File: src/logic/sssrs_pkg.sv
// Shared constants for the supply supervisor reset sequencer
package sssrs_pkg;
  localparam int unsigned CLK_FREQ_HZ      = 50_000_000;
  // Operator reset must stay low longer than this before it counts
  localparam int unsigned OPR_MIN_LOW_US   = 25;
  // Further delay from a recognised operator reset to reset assertion
  localparam int unsigned OPR_ASSERT_US    = 12;
  // Reset timeout default, factory set; chosen value
  localparam int unsigned TIMEOUT_US       = 200;
  localparam int unsigned OPR_MIN_LOW_CYC  =
    (OPR_MIN_LOW_US * (CLK_FREQ_HZ / 1_000_000)) + 1;
  localparam int unsigned OPR_ASSERT_CYC   =
    OPR_ASSERT_US * (CLK_FREQ_HZ / 1_000_000);
  localparam int unsigned TIMEOUT_CYC      =
    TIMEOUT_US * (CLK_FREQ_HZ / 1_000_000);
  localparam int unsigned CNT_W            = 24;
  localparam logic [CNT_W-1:0] CNT_ZERO    = 24'h000000;
  localparam logic [CNT_W-1:0] CNT_ONE     = 24'h000001;
  typedef enum logic [1:0] {
    SSSRS_HELD    = 2'b00,
    SSSRS_TIMING  = 2'b01,
    SSSRS_RUN     = 2'b11
  } sssrs_state_t;
endpackage : sssrs_pkg

File: src/logic/sssrs_top.sv
// Supply supervisor reset sequencer, top level
`timescale 1ns/100ps
module sssrs_top
  import sssrs_pkg::*;
#(
  parameter logic        RESET_ACTIVE_LOW = 1'b1,
  parameter int unsigned TIMEOUT_CYCLES   = TIMEOUT_CYC
) (
  input  wire logic clk_sys_in,
  input  wire logic reset_n_in,
  input  wire logic supply_low_in,
  input  wire logic operator_reset_in_n,
  input  wire logic supply_warn_sense_in,
  input  wire logic supply_early_low_in,
  output logic      cpu_reset_out,
  output logic      supply_warn_flag_out,
  output logic      early_dropout_flag_out
);
  logic             supply_low_s;
  logic             opr_n_s;
  logic             warn_low_s;
  logic             early_low_s;
  logic             opr_active;
  sssrs_state_t     state_reg;
  sssrs_state_t     state_next;
  logic [CNT_W-1:0] tmr_reg;
  logic [CNT_W-1:0] tmr_next;
  logic             rst_reg;
  logic             rst_next;
  logic             warn_reg;
  logic             warn_next;
  logic             early_reg;
  logic             early_next;
  logic             force_rst;

  localparam logic [CNT_W-1:0] TMO_LAST = CNT_W'(TIMEOUT_CYCLES - 1);
  // Reset level for asserted and released, per variant
  localparam logic RST_ON  = ~RESET_ACTIVE_LOW;
  localparam logic RST_OFF = RESET_ACTIVE_LOW;

  initial begin
    if (TIMEOUT_CYCLES < 1 || TIMEOUT_CYCLES >= (1 << CNT_W))
      $error("sssrs_top: TIMEOUT_CYCLES out of range");
  end

  // Comparator decisions arrive asynchronously
  sssrs_sync #(.RESET_VAL(1'b1)) u_sync_supply (
    .clk_sys_in (clk_sys_in),
    .reset_n_in (reset_n_in),
    .async_in   (supply_low_in),
    .sync_out   (supply_low_s)
  );

  sssrs_sync #(.RESET_VAL(1'b1)) u_sync_opr (
    .clk_sys_in (clk_sys_in),
    .reset_n_in (reset_n_in),
    .async_in   (operator_reset_in_n),
    .sync_out   (opr_n_s)
  );

  sssrs_sync #(.RESET_VAL(1'b0)) u_sync_warn (
    .clk_sys_in (clk_sys_in),
    .reset_n_in (reset_n_in),
    .async_in   (supply_warn_sense_in),
    .sync_out   (warn_low_s)
  );

  sssrs_sync #(.RESET_VAL(1'b1)) u_sync_early (
    .clk_sys_in (clk_sys_in),
    .reset_n_in (reset_n_in),
    .async_in   (supply_early_low_in),
    .sync_out   (early_low_s)
  );

  sssrs_debounce u_debounce (
    .clk_sys_in (clk_sys_in),
    .reset_n_in (reset_n_in),
    .low_in     (~opr_n_s),
    .active_out (opr_active)
  );

  // Either source forces reset and restarts the timeout
  assign force_rst = supply_low_s | opr_active;

  always_comb begin
    state_next = state_reg;
    tmr_next   = tmr_reg;
    case (state_reg)
      SSSRS_HELD: begin
        tmr_next = CNT_ZERO;
        if (!force_rst) begin
          state_next = SSSRS_TIMING;
        end
      end
      SSSRS_TIMING: begin
        if (force_rst) begin
          // A dip cancels the running count
          state_next = SSSRS_HELD;
          tmr_next   = CNT_ZERO;
        end else if (tmr_reg >= TMO_LAST) begin
          state_next = SSSRS_RUN;
        end else begin
          tmr_next = tmr_reg + CNT_ONE;
        end
      end
      SSSRS_RUN: begin
        if (force_rst) begin
          state_next = SSSRS_HELD;
          tmr_next   = CNT_ZERO;
        end
      end
      default: begin
        state_next = SSSRS_HELD;
        tmr_next   = CNT_ZERO;
      end
    endcase
    // Asserted if any source is active or the timer still runs
    rst_next = (force_rst || state_next != SSSRS_RUN) ? RST_ON
                                                     : RST_OFF;
  end

  // Flag path kept apart from the reset sequencing
  always_comb begin
    warn_next  = ~warn_low_s;
    // Hysteresis lives in the comparator; this only mirrors its decision
    early_next = ~early_low_s;
  end

  always_ff @(posedge clk_sys_in or negedge reset_n_in) begin
    if (!reset_n_in) begin
      state_reg <= SSSRS_HELD;
      tmr_reg   <= CNT_ZERO;
      rst_reg   <= RST_ON;
    end else begin
      state_reg <= state_next;
      tmr_reg   <= tmr_next;
      rst_reg   <= rst_next;
    end
  end

  always_ff @(posedge clk_sys_in or negedge reset_n_in) begin
    if (!reset_n_in) begin
      warn_reg  <= 1'b1;
      early_reg <= 1'b0;
    end else begin
      warn_reg  <= warn_next;
      early_reg <= early_next;
    end
  end

  assign cpu_reset_out          = rst_reg;
  assign supply_warn_flag_out   = warn_reg;
  assign early_dropout_flag_out = early_reg;
endmodule : sssrs_top

File: src/logic/sssrs_sync.sv
// Two-stage synchroniser for an asynchronous level
`timescale 1ns/100ps
module sssrs_sync
  import sssrs_pkg::*;
#(
  parameter logic RESET_VAL = 1'b0
) (
  input  wire logic clk_sys_in,
  input  wire logic reset_n_in,
  input  wire logic async_in,
  output logic      sync_out
);
  logic stage1_reg;
  logic stage2_reg;
  logic stage1_next;
  logic stage2_next;

  always_comb begin
    stage1_next = async_in;
    stage2_next = stage1_reg;
  end

  always_ff @(posedge clk_sys_in or negedge reset_n_in) begin
    if (!reset_n_in) begin
      stage1_reg <= RESET_VAL;
      stage2_reg <= RESET_VAL;
    end else begin
      stage1_reg <= stage1_next;
      stage2_reg <= stage2_next;
    end
  end

  assign sync_out = stage2_reg;
endmodule : sssrs_sync

File: src/logic/sssrs_debounce.sv
// Operator reset debouncer: long-low recognition plus assertion delay
`timescale 1ns/100ps
module sssrs_debounce
  import sssrs_pkg::*;
#(
  parameter int unsigned MIN_LOW_CYC = OPR_MIN_LOW_CYC,
  parameter int unsigned ASSERT_CYC  = OPR_ASSERT_CYC
) (
  input  wire logic clk_sys_in,
  input  wire logic reset_n_in,
  input  wire logic low_in,
  output logic      active_out
);
  logic [CNT_W-1:0] cnt_reg;
  logic [CNT_W-1:0] cnt_next;
  logic             armed_reg;
  logic             armed_next;
  logic             active_reg;
  logic             active_next;
  localparam logic [CNT_W-1:0] LOW_LAST = CNT_W'(MIN_LOW_CYC - 1);
  localparam logic [CNT_W-1:0] DLY_LAST = CNT_W'(ASSERT_CYC - 1);

  initial begin
    if (MIN_LOW_CYC < 1 || ASSERT_CYC < 1 ||
        MIN_LOW_CYC >= (1 << CNT_W) || ASSERT_CYC >= (1 << CNT_W))
      $error("sssrs_debounce: counts out of range");
  end

  always_comb begin
    cnt_next    = cnt_reg;
    armed_next  = armed_reg;
    active_next = active_reg;
    if (active_reg) begin
      if (!low_in) begin
        // Release is immediate; the timeout downstream does the rest
        active_next = 1'b0;
        armed_next  = 1'b0;
        cnt_next    = CNT_ZERO;
      end
    end else if (armed_reg) begin
      // A recognised press completes its delay even if released early
      if (cnt_reg >= DLY_LAST) begin
        active_next = 1'b1;
      end else begin
        cnt_next = cnt_reg + CNT_ONE;
      end
    end else if (!low_in) begin
      cnt_next = CNT_ZERO;
    end else if (cnt_reg >= LOW_LAST) begin
      armed_next = 1'b1;
      cnt_next   = CNT_ZERO;
    end else begin
      cnt_next = cnt_reg + CNT_ONE;
    end
  end

  always_ff @(posedge clk_sys_in or negedge reset_n_in) begin
    if (!reset_n_in) begin
      cnt_reg    <= CNT_ZERO;
      armed_reg  <= 1'b0;
      active_reg <= 1'b0;
    end else begin
      cnt_reg    <= cnt_next;
      armed_reg  <= armed_next;
      active_reg <= active_next;
    end
  end

  assign active_out = active_reg;
endmodule : sssrs_debounce

File: config.mk
export PLATFORM = sky130hd
export DESIGN_NAME = sssrs_top
export DESIGN_NICKNAME = d
export VERILOG_FILES = /design/src/logic/sssrs_pkg.sv /design/src/logic/sssrs_top.sv /design/src/logic/sssrs_sync.sv /design/src/logic/sssrs_debounce.sv
export SDC_FILE = /design/constraint.sdc
export NUM_CORES = 1
export LEC_CHECK = 0
export BUFFER_PORTS_ARGS = -buffer_cell sky130_fd_sc_hd__clkbuf_2
export CORE_MARGIN = 8
export CORE_UTILIZATION = 55
export CTS_CLUSTER_SIZE = 25
export DETAILED_ROUTE_END_ITERATION = 6
export PLACE_DENSITY = 0.75
export SYNTH_ARGS = -nofsm -noshare
export SYNTH_HDL_FRONTEND = slang
export SYNTH_SLANG_ARGS = --single-unit
File: constraint.sdc
create_clock -name clk_sys_in -period 2.1 [get_ports clk_sys_in]
set_input_delay 0.105 -clock clk_sys_in [delete_from_list [all_inputs] [get_ports clk_sys_in]]
set_output_delay 0.105 -clock clk_sys_in [all_outputs]
set_load 0.02 [all_outputs]
# Word level (Yosys, flattened, before mapping)
# Cells that the tools add are included.
[totals]
wordCells = 60
inputBits = 6
reg_bits = 63
[op_classes]
n_eq_ne = 7
n_lt_le_gt_ge = 3
add_sub_neg = 2
reduce_logical = 4
n_mux = 25
n_bitwise = 3
[ops]
columns = ["cell", "count"]
rows = [
  ["$mux 24", 9],
  ["$add 24x1->24 const B", 2],
  ["$pmux 24 s2", 1],
  ["$ge 24x10->1 const B", 1],
  ["$ge 24x11->1 const B", 1],
  ["$ge 24x14->1 const B", 1],
  ["$mux 1", 10],
  ["$mux 2", 4],
  ["$ne 2x2->1 const B", 3],
  ["$ne 3x3->1 const B", 2],
  ["$pmux 2 s3", 1],
  ["$reduce_and 2->1", 2],
  ["$eq 2x1->1 const B", 1],
  ["$eq 2x2->1 const B", 1],
  ["$logic_not 2->1", 1],
  ["$not 1->1", 2],
  ["$logic_or 1x1->1", 1],
  ["$or 1x1->1", 1],
]

# Longest topological paths before layout
# Gate-level depths: netlist of run 1.
[logic_depth]
depth_word = 7
ltp_mapped = 8

# Hierarchy
# Synthesis of run 1 repeated with hierarchy kept, for this count alone.
[hier_totals]
cells_unflattened = 263
area_unflattened_um2 = 2856.5
[by_module_without_submodules]
columns = ["mod", "area_each_um2", "cells_per_inst", "n_inst"]
rows = [
  ["sssrs_debounce", 1366.3, 126, 1],
  ["sssrs_top", 1282.5, 129, 1],
  ["sssrs_sync at u_sync_early ...", 52.6, 2, 3],
  ["sssrs_sync at u_sync_warn", 50.0, 2, 1],
]

# Worst setup path after synthesis of run 1
# OpenSTA, ideal clock, no wires.
[synth_timing]
path_kind = "flip-flop to flip-flop"
from = "register u_debounce.cnt_reg[1]"
to = "register u_debounce.cnt_reg[10]"
path_stages_with_launch = 8
synth_period_minus_slack_ps = 1987
setup_ps = 126
required_time_ps = 1974
setup_slack_ps = 113
t_arrival_ps = 1861
n_path_buf = 1
path_cell_list = "dfrtp_1 > ha_1 > a211o_1 > a21oi_1 > o211ai_2 > a21o_1 > buf_6 > a221o_1"
[synth_between]
elab_chain_cells = 5
word_cells_on_any_way = 10
classes_between = "add/sub (1); order compare (2); eq/ne (1); mux (5); reduce/logical (1)"
[synth_lines]
columns = ["element", "line_no", "source"]
rows = [
  ["start, declared", "sssrs_debounce.sv:14", "logic [CNT_W-1:0] cnt_reg;"],
  ["start signal, assigned", "sssrs_debounce.sv:63", "cnt_reg <= cnt_next;"],
  ["$add 24x1->24 or $ge 24x11->1 (tied branches)", "sssrs_debounce.sv:45, sssrs_debounce.sv:53, sssrs_debounce.sv:49", ""],
  ["$mux 24", "sssrs_debounce.sv:49", "end else if (cnt_reg >= LOW_LAST) begin"],
  ["$mux 24", "sssrs_debounce.sv:47", "end else if (!low_in) begin"],
  ["$mux 24", "sssrs_debounce.sv:40", "end else if (armed_reg) begin"],
  ["$mux 24", "sssrs_debounce.sv:33", "if (active_reg) begin"],
]
# Parallel ways exist; a longest one is shown, timed or not. The select of a mux whose other input is x is not followed.
# A chain may end at the register's enable or synchronous reset.

# Worst setup path in the final report of run 1
[layout_timing]
from = "register u_debounce.cnt_reg[0]"
to = "register u_debounce.cnt_reg[3]"
# The elaborated chain is that of the path after synthesis.

==> results of run 1 <==
per-layer routing:
layer	routed length, um	part of all wire	track usage	up-vias
met5	0	0	0	-
met4	91	0.018	0.0892	0
met3	256	0.051	0.0387	8
met2	2210	0.44	0.219	44
met1	2480	0.49	0.201	985
li1	-	-	-	1018
what timing repair did:
| action | in CTS | in global routing |
|---|---|---|
| hold buffers | 5 | 0 |
| hold endpoints to repair | 60 | 0 |
| endpoints found under the setup margin | 0 | 17 |
| resized for setup | 0 | 1 |
power by group:
group	total, mW	internal, mW	switching [mW]
registers	1.25	1.24	0.0141
logic	0.108	0.0442	0.0640
clock network	1.01	0.575	0.434
total	2.37	1.86	0.512
path summary, 6_finish.rpt:
check	startpoint	end	slack [ns]	cells after the start
setup / recovery	u_debounce.cnt_reg[0]	u_debounce.cnt_reg[3]	0.12	6
hold / removal	u_sync_warn.sync_out	supply_warn_flag_out	0.35	1
setup reg to reg	u_debounce.cnt_reg[0]	u_debounce.cnt_reg[3]	0.12	6
hold reg to reg	u_sync_warn.sync_out	supply_warn_flag_out	0.35	1
max in group asynchronous	reset_n_in	u_debounce.cnt_reg[4]	1.13	3
min in group asynchronous	reset_n_in	u_debounce.cnt_reg[22]	0.47	3
cells by family after synthesis:
kind of cell / count (synthesis)
AND/OR/NAND/NOR: 114
flip-flops: 63
AO/OA/AOI/OAI: 58
buffers and inverters: 18
adder cells (fa/ha/maj): 3
multiplexers: 1
cells in the mapped netlist, types with 2 or more instances:
master,instances
nor3b_1,2
o21a_1,2
a211oi_1,2
ha_1,3
dfstp_2,7
a31oi_1,21
nand2b_1,2
nor2_1,18
a211o_1,2
a21oi_1,3
a221o_1,9
and3_1,19
nor2b_1,2
nor4_1,8
nand3_1,12
o211ai_1,2
nand4_1,2
or3_1,5
clkbuf_1,3
nor3_1,6
nand2_1,14
buf_2,4
inv_1,10
o21ai_0,5
dfrtp_1,56
and2_1,21
stage by stage:
| stage | power (mW) | area, um^2 | hold WS (ns) | utilization |
|---|---|---|---|---|
| global placement | 1.38 | 2960 | 0.193 | 0.595 |
| global route | 2.46 | 3200 | 0.360 | 0.644 |
| CTS | 2.39 | 3200 | 0.355 | 0.644 |
| finish | 2.37 | 3200 | 0.351 | 0.644 |
| floorplan | 1.32 | 2770 | -0.191 | - |
| detailed placement | 1.38 | 2960 | 0.194 | 0.595 |
worst register-to-register path, delay by kind of cell (launching register included):
family,cells,cell delay (ns)
adder cells (fa/ha/maj),1,0.21
flip-flops,1,0.38
AO/OA/AOI/OAI,5,1.29
cell type report:
cell class	count	area, um^2	area share
Clock buffer	12	145	0.0453
Clock inverter	4	45.0	0.0141
Inverter	10	37.5	0.0117
Multi-Input combinational cell	176	1100	0.344
Sequential cell	63	1590	0.495
Tap cell	70	87.6	0.0273
Timing Repair Buffer	28	203	0.0633
==> flow_metrics.tcl, run 1 <==
set metrics [dict create \
    cp_slowest_cell "dfrtp_1" \
    clk_path_buf_depth 2 \
    worstMarginPinSlew_ns 0.756 \
    die-area_um2 7550 \
    syn_avg_cell_area_um2 10.8 \
    setup-tns-final_ns 0 \
    setup_ws_ns 0.120 \
    wl_per_cell_um 13.9 \
    grt_pass1_vias 1957 \
    fin_crit_ns 1.98 \
    via_count 2055 \
    ir_drop_mv 0.552 \
    cts_sinks 63 \
    start_kind "flop" \
    grt_pass1_wl_mm 8.91 \
    syn_area_um2 2770 \
    worstSkewPairLatency_ns 0.33 \
    grt_max_degree 64 \
    numCtsBuffers 9 \
    ys_async_sr_fraction 1.00 \
    ys_seq_area_frac 0.573 \
    critical_path_buf_inv_count 0 \
    h-tree-depth 3 \
    setup_violations 0 \
    hpwlAfterDp_mm 3.30 \
    yosys.area_share.adder 0.0136 \
    drive_above_1_share 0.171 \
    gp_congestion 0.827 \
    synthXorXnorAreaFrac 0 \
    grt_use_total 0.152 \
    die_w_um 86.9 \
    drc 0 \
    area_growth_pct 15.9 \
    worstSetupEndpointType "flop" \
    viasPerCell 5.66 \
    hold_class "flop to flop" \
    cp_max_fo 17 \
    post-cts-setup-buffer-count 0 \
    synth_top_cell_by_area "dfrtp_1" \
    fin_cells 363 \
    first_iter_violations 126 \
    synth_compound_area_frac 0.156 \
    synth_edf_count 0 \
    path_cells "ha_1, a211o_1, a21oi_1, o211ai_2, a21o_2, a221o_1" \
    ys.flop_type "dfrtp_1" \
    core_area_um2 4980 \
    syn_inst 257 \
    antenna_found_initial 0 \
    syn_nets 266 \
    max-cap-violations 0 \
    synth_top_area_frac 0.507 \
    p_leak_nw 1.58 \
    worstPathArrival_ns 2.19 \
    layout_commonest_cell "dfrtp_1" \
    dp.cells 342 \
    synthTopCellsByArea "dfrtp_1, dfstp_2, a31oi_1, and2_1, and3_1" \
    die_h_um 86.9 \
    slew_violations 0 \
    nFillCells 390 \
    powerDensity_nw_per_um2 740 \
    clock-skew-final_ns 0.00668 \
    cts_tree "yes" \
    timing.final.crit_share 0.943 \
    required_ns 2.31 \
    totalWireLength_mm 5.04 \
    cts.clk_slew.worst_paths_ns 0.07 \
    ant_nets 0 \
    cpPeakStageDelay_ns 0.38 \
    status "finished, final reports clean" \
    rsz0062_at_grt "no" \
    initial_core_util 0.556 \
    muxShareOfSynthArea 0.00407 \
    root_buffer "clkbuf_8" \
    row_count 26 \
    grt_overflow 0 \
    path_class "flop to flop" \
    slew_headroom 0.496 \
    io_pins 9 \
    fmaxAchievable_ghz 0.505 \
    cp_top_family "compound AO/OA/AOI/OAI gates" \
    port_buffers 8 \
    synth_warnings 0 \
    hold_violations 0 \
    dp_slack_ns 0.0442 \
    num_antenna_cells 0 \
    ys_ff_latch 63 \
    nNetsFinal 297 \
    drt_pass1_iterations 4 \
    synthSimpleGateAreaFrac 0.224 \
    final_cell_mix "dfrtp_1, a31oi_1, and2_1" \
    synth_top_family_by_area "simple AND/OR/NAND/NOR gates" \
    synth_cell_types 43 \
]
Power figures use the tool's default switching activity.
==> run 2, diff against run 1 <==
CELL_PAD_IN_SITES_DETAIL_PLACEMENT = 0   (was not set)
CELL_PAD_IN_SITES_GLOBAL_PLACEMENT = 1   (was not set)
CORE_UTILIZATION = 46   (was 55)
CTS_BUF_LIST = sky130_fd_sc_hd__clkbuf_4 sky130_fd_sc_hd__clkbuf_8   (was not set)
PLACE_DENSITY = not set   (was 0.75)
PLACE_DENSITY_LB_ADDON = 0.1   (was not set)
==> run 2 against run 1 <==
  * Die area grew 16%
  * Wire length grew 10%
  * Hold slack lost 0.0029 ns
  * Maximum frequency shrank 0.93%
  * Count of clock-buffer cells in the layout shrank 3
  * Global-route usage shrank 1.2 points
  * Worst setup slack lost 0.019 ns
  * Register-to-register slack lost 0.02 ns
  * Largest power group is now the clock network
==> flow_metrics.tcl, run 2 (synthesis results as in run 1) <==
set metrics [dict create \
    grt_max_degree 38 \
    setup-tns-final_ns 0 \
    r2r_start "u_debounce.cnt_reg[0]" \
    dr.max_layer_used "met4" \
    cp_slowest_cell "dfrtp_1" \
    utilization 0.568 \
    wl_met2_mm 2.32 \
    port_buffers 8 \
    drive_above_1_share 0.196 \
    status "finished, final reports clean" \
    area_growth_pct 20.2 \
    gp_congestion 0.763 \
    fin_cells 371 \
    initial_core_util 0.473 \
    hold_violations 0 \
    cts_tree "yes" \
    viasPerCell 5.59 \
    hpwlAfterDp_mm 3.68 \
    die_h_um 93.5 \
    io_pins 9 \
    multi_input_area_um2 1120 \
    numCtsBuffers 9 \
    slew_violations 0 \
    drt_pass1_iterations 4 \
    fin_crit_ns 2.00 \
    cpPeakStageDelay_ns 0.38 \
    final_area_um2 3320 \
    die_w_um 93.5 \
    clock-skew-final_ns 0.0102 \
    cts.clk_slew.worst_paths_ns 0.08 \
    worstPathArrival_ns 2.22 \
    cts_sinks 63 \
    first_iter_violations 113 \
    worstReg2RegEnd "u_debounce.cnt_reg[9]" \
    required_ns 2.32 \
    post-cts-setup-buffer-count 0 \
    dpl_cell_area_um2 3000 \
    crit_start "u_debounce.cnt_reg[0]" \
    worstMarginPinSlew_ns 0.701 \
    num_antenna_cells 0 \
    antenna_found_initial 0 \
    p_leak_nw 1.62 \
    dr_wl_met3_um 172 \
    reg2regPathDepth 8 \
    row_count 28 \
    drc 0 \
    timing.final.crit_share 0.952 \
    path_class "flop to flop" \
    fmaxAchievable_ghz 0.500 \
    start_kind "flop" \
    slew_headroom 0.533 \
    nNetsFinal 300 \
    root_buffer "clkbuf_8" \
    cp_max_fo 8 \
    ant_nets 0 \
    setup_violations 0 \
    layout_commonest_cell "dfrtp_1" \
    die-area_um2 8750 \
    path_cells "buf_4, inv_1, ha_1, nor2_1, a211o_1, a41o_2, and3_1, a221o_1" \
    worstSkewPairLatency_ns 0.34 \
    reg2reg_slack_ns 0.10 \
    hold_class "input pin to asynchronous set/reset pin" \
    clk_path_buf_depth 2 \
    m1WireLength_mm 2.95 \
    ir_drop_mv 0.580 \
    powerDensity_nw_per_um2 797 \
    totalWireLength_mm 5.57 \
    dp.cells 350 \
    grt_overflow 0 \
    nFillCells 501 \
    grt_pass1_wl_mm 9.52 \
    final_cell_mix "dfrtp_1, a31oi_1, and2_1" \
    wl_per_cell_um 15.0 \
    via_count 2074 \
    grt_use_total 0.139 \
    core_area_um2 5850 \
    endpoint "u_debounce.cnt_reg[9]" \
    grt_pass1_vias 1952 \
    max-cap-violations 0 \
    regArea_um2 1590 \
    worstSetupEndpointType "flop" \
    h-tree-depth 3 \
    rsz0062_at_grt "no" \
]
run 2: timing repair:
action / in CTS / in global routing
resized for setup: 0 / 7
setup endpoints to repair: 0 / 23
hold endpoints to repair: 28 / 0
hold buffers: 5 / 0
run 2: layout make-up:
cell class	count	share of cell area
tap	75	0.0282
clock buffer	9	0.0373
sequential	63	0.477
clock inverter	7	0.0365
inverter	10	0.0113
timing repair buffer	31	0.0726
multi-input combinational	176	0.337
run 2: where the power goes:
part | leakage, nW | internal [mW] | switching (mW) | total (mW)
Sequential | 0.843 | 1.24 | 0.0139 | 1.25
Clock | 0.112 | 0.790 | 0.496 | 1.29
Combinational | 0.666 | 0.0481 | 0.0654 | 0.113
Total | 1.62 | 2.08 | 0.575 | 2.65
run 2: worst min-delay path by stage:
stage,startpoint,end,slack [ns],cells after the start
finish,reset_n_in,tmr_reg[12],0.35,2
detailed placement,reset_n_in,u_debounce.cnt_reg[20],0.18,1
global route,u_sync_supply.stage1_reg,u_sync_supply.sync_out,0.36,0
floorplan,reset_n_in,cpu_reset_out,-0.19,0
CTS,u_sync_warn.stage1_reg,u_sync_warn.sync_out,0.35,0
global placement,reset_n_in,u_debounce.cnt_reg[21],0.17,1
run 2: routing by layer:
metal | vias up | track usage
li1 | 1027 | -
met1 | 1008 | 0.193
met2 | 29 | 0.197
met3 | 10 | 0.0313
met4 | 0 | 0.0753
met5 | - | 0
run 2: metrics by stage:
| stage | power (mW) | hold WS [ns] | worst slack (ns) |
|---|---|---|---|
| global route | 2.74 | 0.364 | 0.00341 |
| floorplan | 1.32 | -0.191 | 0.113 |
| detailed placement | 1.38 | 0.183 | 0.0359 |
| CTS | 2.68 | 0.352 | 0.00713 |
| global placement | 1.38 | 0.169 | 0.0790 |
| finish | 2.65 | 0.348 | 0.101 |
run 2: critical path: cells and delay by family, from the launching register on:
family | cells | cell delay (ns)
adders and majority gates | 1 | 0.15
AOI/OAI and AO/OA | 3 | 0.92
buffers and inverters | 2 | 0.21
and+or+nand+nor | 2 | 0.23
DFF | 1 | 0.38
==> run 3, diff against run 2 <==
MAX_ROUTING_LAYER = met4   (was not set)
==> run 3 against run 2 <==
  * Sequential cell count unchanged
  * Clock skew about the same
  * Register-to-register slack about the same
  * Sequential share of layout area unchanged
==> flow_metrics.tcl, run 3 (synthesis results as in run 1) <==
set metrics [dict create \
    gp_congestion 0.773 \
    regArea_um2 1590 \
    setup-tns-final_ns 0 \
    viasPerCell 5.60 \
    drc 0 \
    ir_drop_mv 0.581 \
    die_h_um 93.5 \
    worstPathArrival_ns 2.22 \
    cts.clk_slew.worst_paths_ns 0.08 \
    m1WireLength_mm 2.93 \
    die_w_um 93.5 \
    root_buffer "clkbuf_8" \
    final_cell_mix "dfrtp_1, a31oi_1, and2_1" \
    nFillCells 501 \
    total_power_mw 2.65 \
    cpPeakStageDelay_ns 0.38 \
    setup_violations 0 \
    fmaxAchievable_ghz 0.500 \
    drt_pass1_iterations 4 \
    clk_path_buf_depth 2 \
    totalWireLength_mm 5.56 \
    worstSetupEndpointType "flop" \
    required_ns 2.32 \
    dpl_cell_area_um2 3000 \
    area_growth_pct 20.2 \
    wl_met2_mm 2.32 \
    path_class "flop to flop" \
    initial_core_util 0.473 \
    worstSkewPairLatency_ns 0.34 \
    grt_pass1_vias 1953 \
    post-cts-setup-buffer-count 0 \
    slew_violations 0 \
    slew_headroom 0.535 \
    max-cap-violations 0 \
    final_area_um2 3320 \
    cp_slowest_cell "dfrtp_1" \
    cts_sinks 63 \
    path_cells "buf_4, inv_1, ha_1, nor2_1, a211o_1, a41o_2, and3_1, a221o_1" \
    layout_commonest_cell "dfrtp_1" \
    cts_tree "yes" \
    worstMarginPinSlew_ns 0.698 \
    grt_pass1_wl_mm 9.51 \
    dr_wl_met3_um 180 \
    hpwlAfterDp_mm 3.68 \
    wl_per_cell_um 15.0 \
    first_iter_violations 114 \
    grt_use_total 0.143 \
    cp_top_family "compound AO/OA/AOI/OAI gates" \
    h-tree-depth 3 \
    grt_max_degree 38 \
    nNetsFinal 300 \
    dr.max_layer_used "met4" \
    fin_crit_ns 2.00 \
    cp_max_fo 8 \
    port_buffers 8 \
    reg2reg_slack_ns 0.10 \
    core_area_um2 5850 \
    multi_input_area_um2 1120 \
    start_kind "flop" \
    num_antenna_cells 0 \
    utilization 0.568 \
    status "finished, final reports clean" \
    drive_above_1_share 0.196 \
    powerDensity_nw_per_um2 798 \
    timing.final.crit_share 0.952 \
    antenna_found_initial 0 \
    p_leak_nw 1.62 \
    die-area_um2 8750 \
    via_count 2079 \
    row_count 28 \
    rsz0062_at_grt "no" \
    hold_class "input pin to asynchronous set/reset pin" \
    numCtsBuffers 9 \
    ant_nets 0 \
    grt_overflow 0 \
    io_pins 9 \
    critical_path_buf_inv_count 2 \
    clock-skew-final_ns 0.0100 \
    hold_violations 0 \
]
[run 3: worst register-to-register path, stage by stage (launching register included)]
cell     delay [ns]
dfrtp_1        0.38
buf_4          0.14
inv_1          0.07
ha_1           0.15
nor2_1         0.05
a211o_1        0.30
a41o_2         0.36
and3_1         0.18
a221o_1        0.26
[run 3: what timing repair did]
action | in CTS | in global routing
setup endpoints to repair | 0 | 23
gates resized for setup | 0 | 7
hold buffers | 5 | 0
hold endpoints to repair | 28 | 0
[run 3: where the power goes]
part           leakage, nW  total (mW)  switching, mW  internal, mW
registers            0.843        1.25         0.0140          1.24
logic                0.666       0.113         0.0653        0.0480
clock network        0.112        1.29          0.496         0.790
[run 3: worst paths after layout]
check	startpoint	to	cells after the start
setup / recovery	u_debounce.cnt_reg[0]	u_debounce.cnt_reg[9]	8
hold / removal	reset_n_in	tmr_reg[12]	2
setup reg to reg	u_debounce.cnt_reg[0]	u_debounce.cnt_reg[9]	8
hold reg to reg	u_sync_warn.stage1_reg	u_sync_warn.sync_out	0
max in group asynchronous	reset_n_in	u_sync_early.sync_out	3
min in group clk_sys_in	u_sync_warn.stage1_reg	u_sync_warn.sync_out	0
[run 3: stage by stage]
step	instances	hold slack, ns	worst slack, ns
after floorplan	257	-0.191	0.113
after global placement	350	0.169	0.0790
after detailed placement	350	0.183	0.0359
after CTS	371	0.352	0.00713
after global routing	371	0.364	0.00341
final	371	0.346	0.101
[run 3: routing by layer]
layer	GRT usage	vias up
met3	0.0304	10
met5	-	-
met4	0.0753	0
met1	0.194	1013
met2	0.197	29
li1	-	1027
[run 3: area by class of cell]
type | count | area share
flip-flops and latches | 63 | 0.477
multi-input cells | 176 | 0.337
repair buffers | 31 | 0.0726
clock buffers | 9 | 0.0373
clock inverters | 7 | 0.0365
well taps | 75 | 0.0282
inverters | 10 | 0.0113
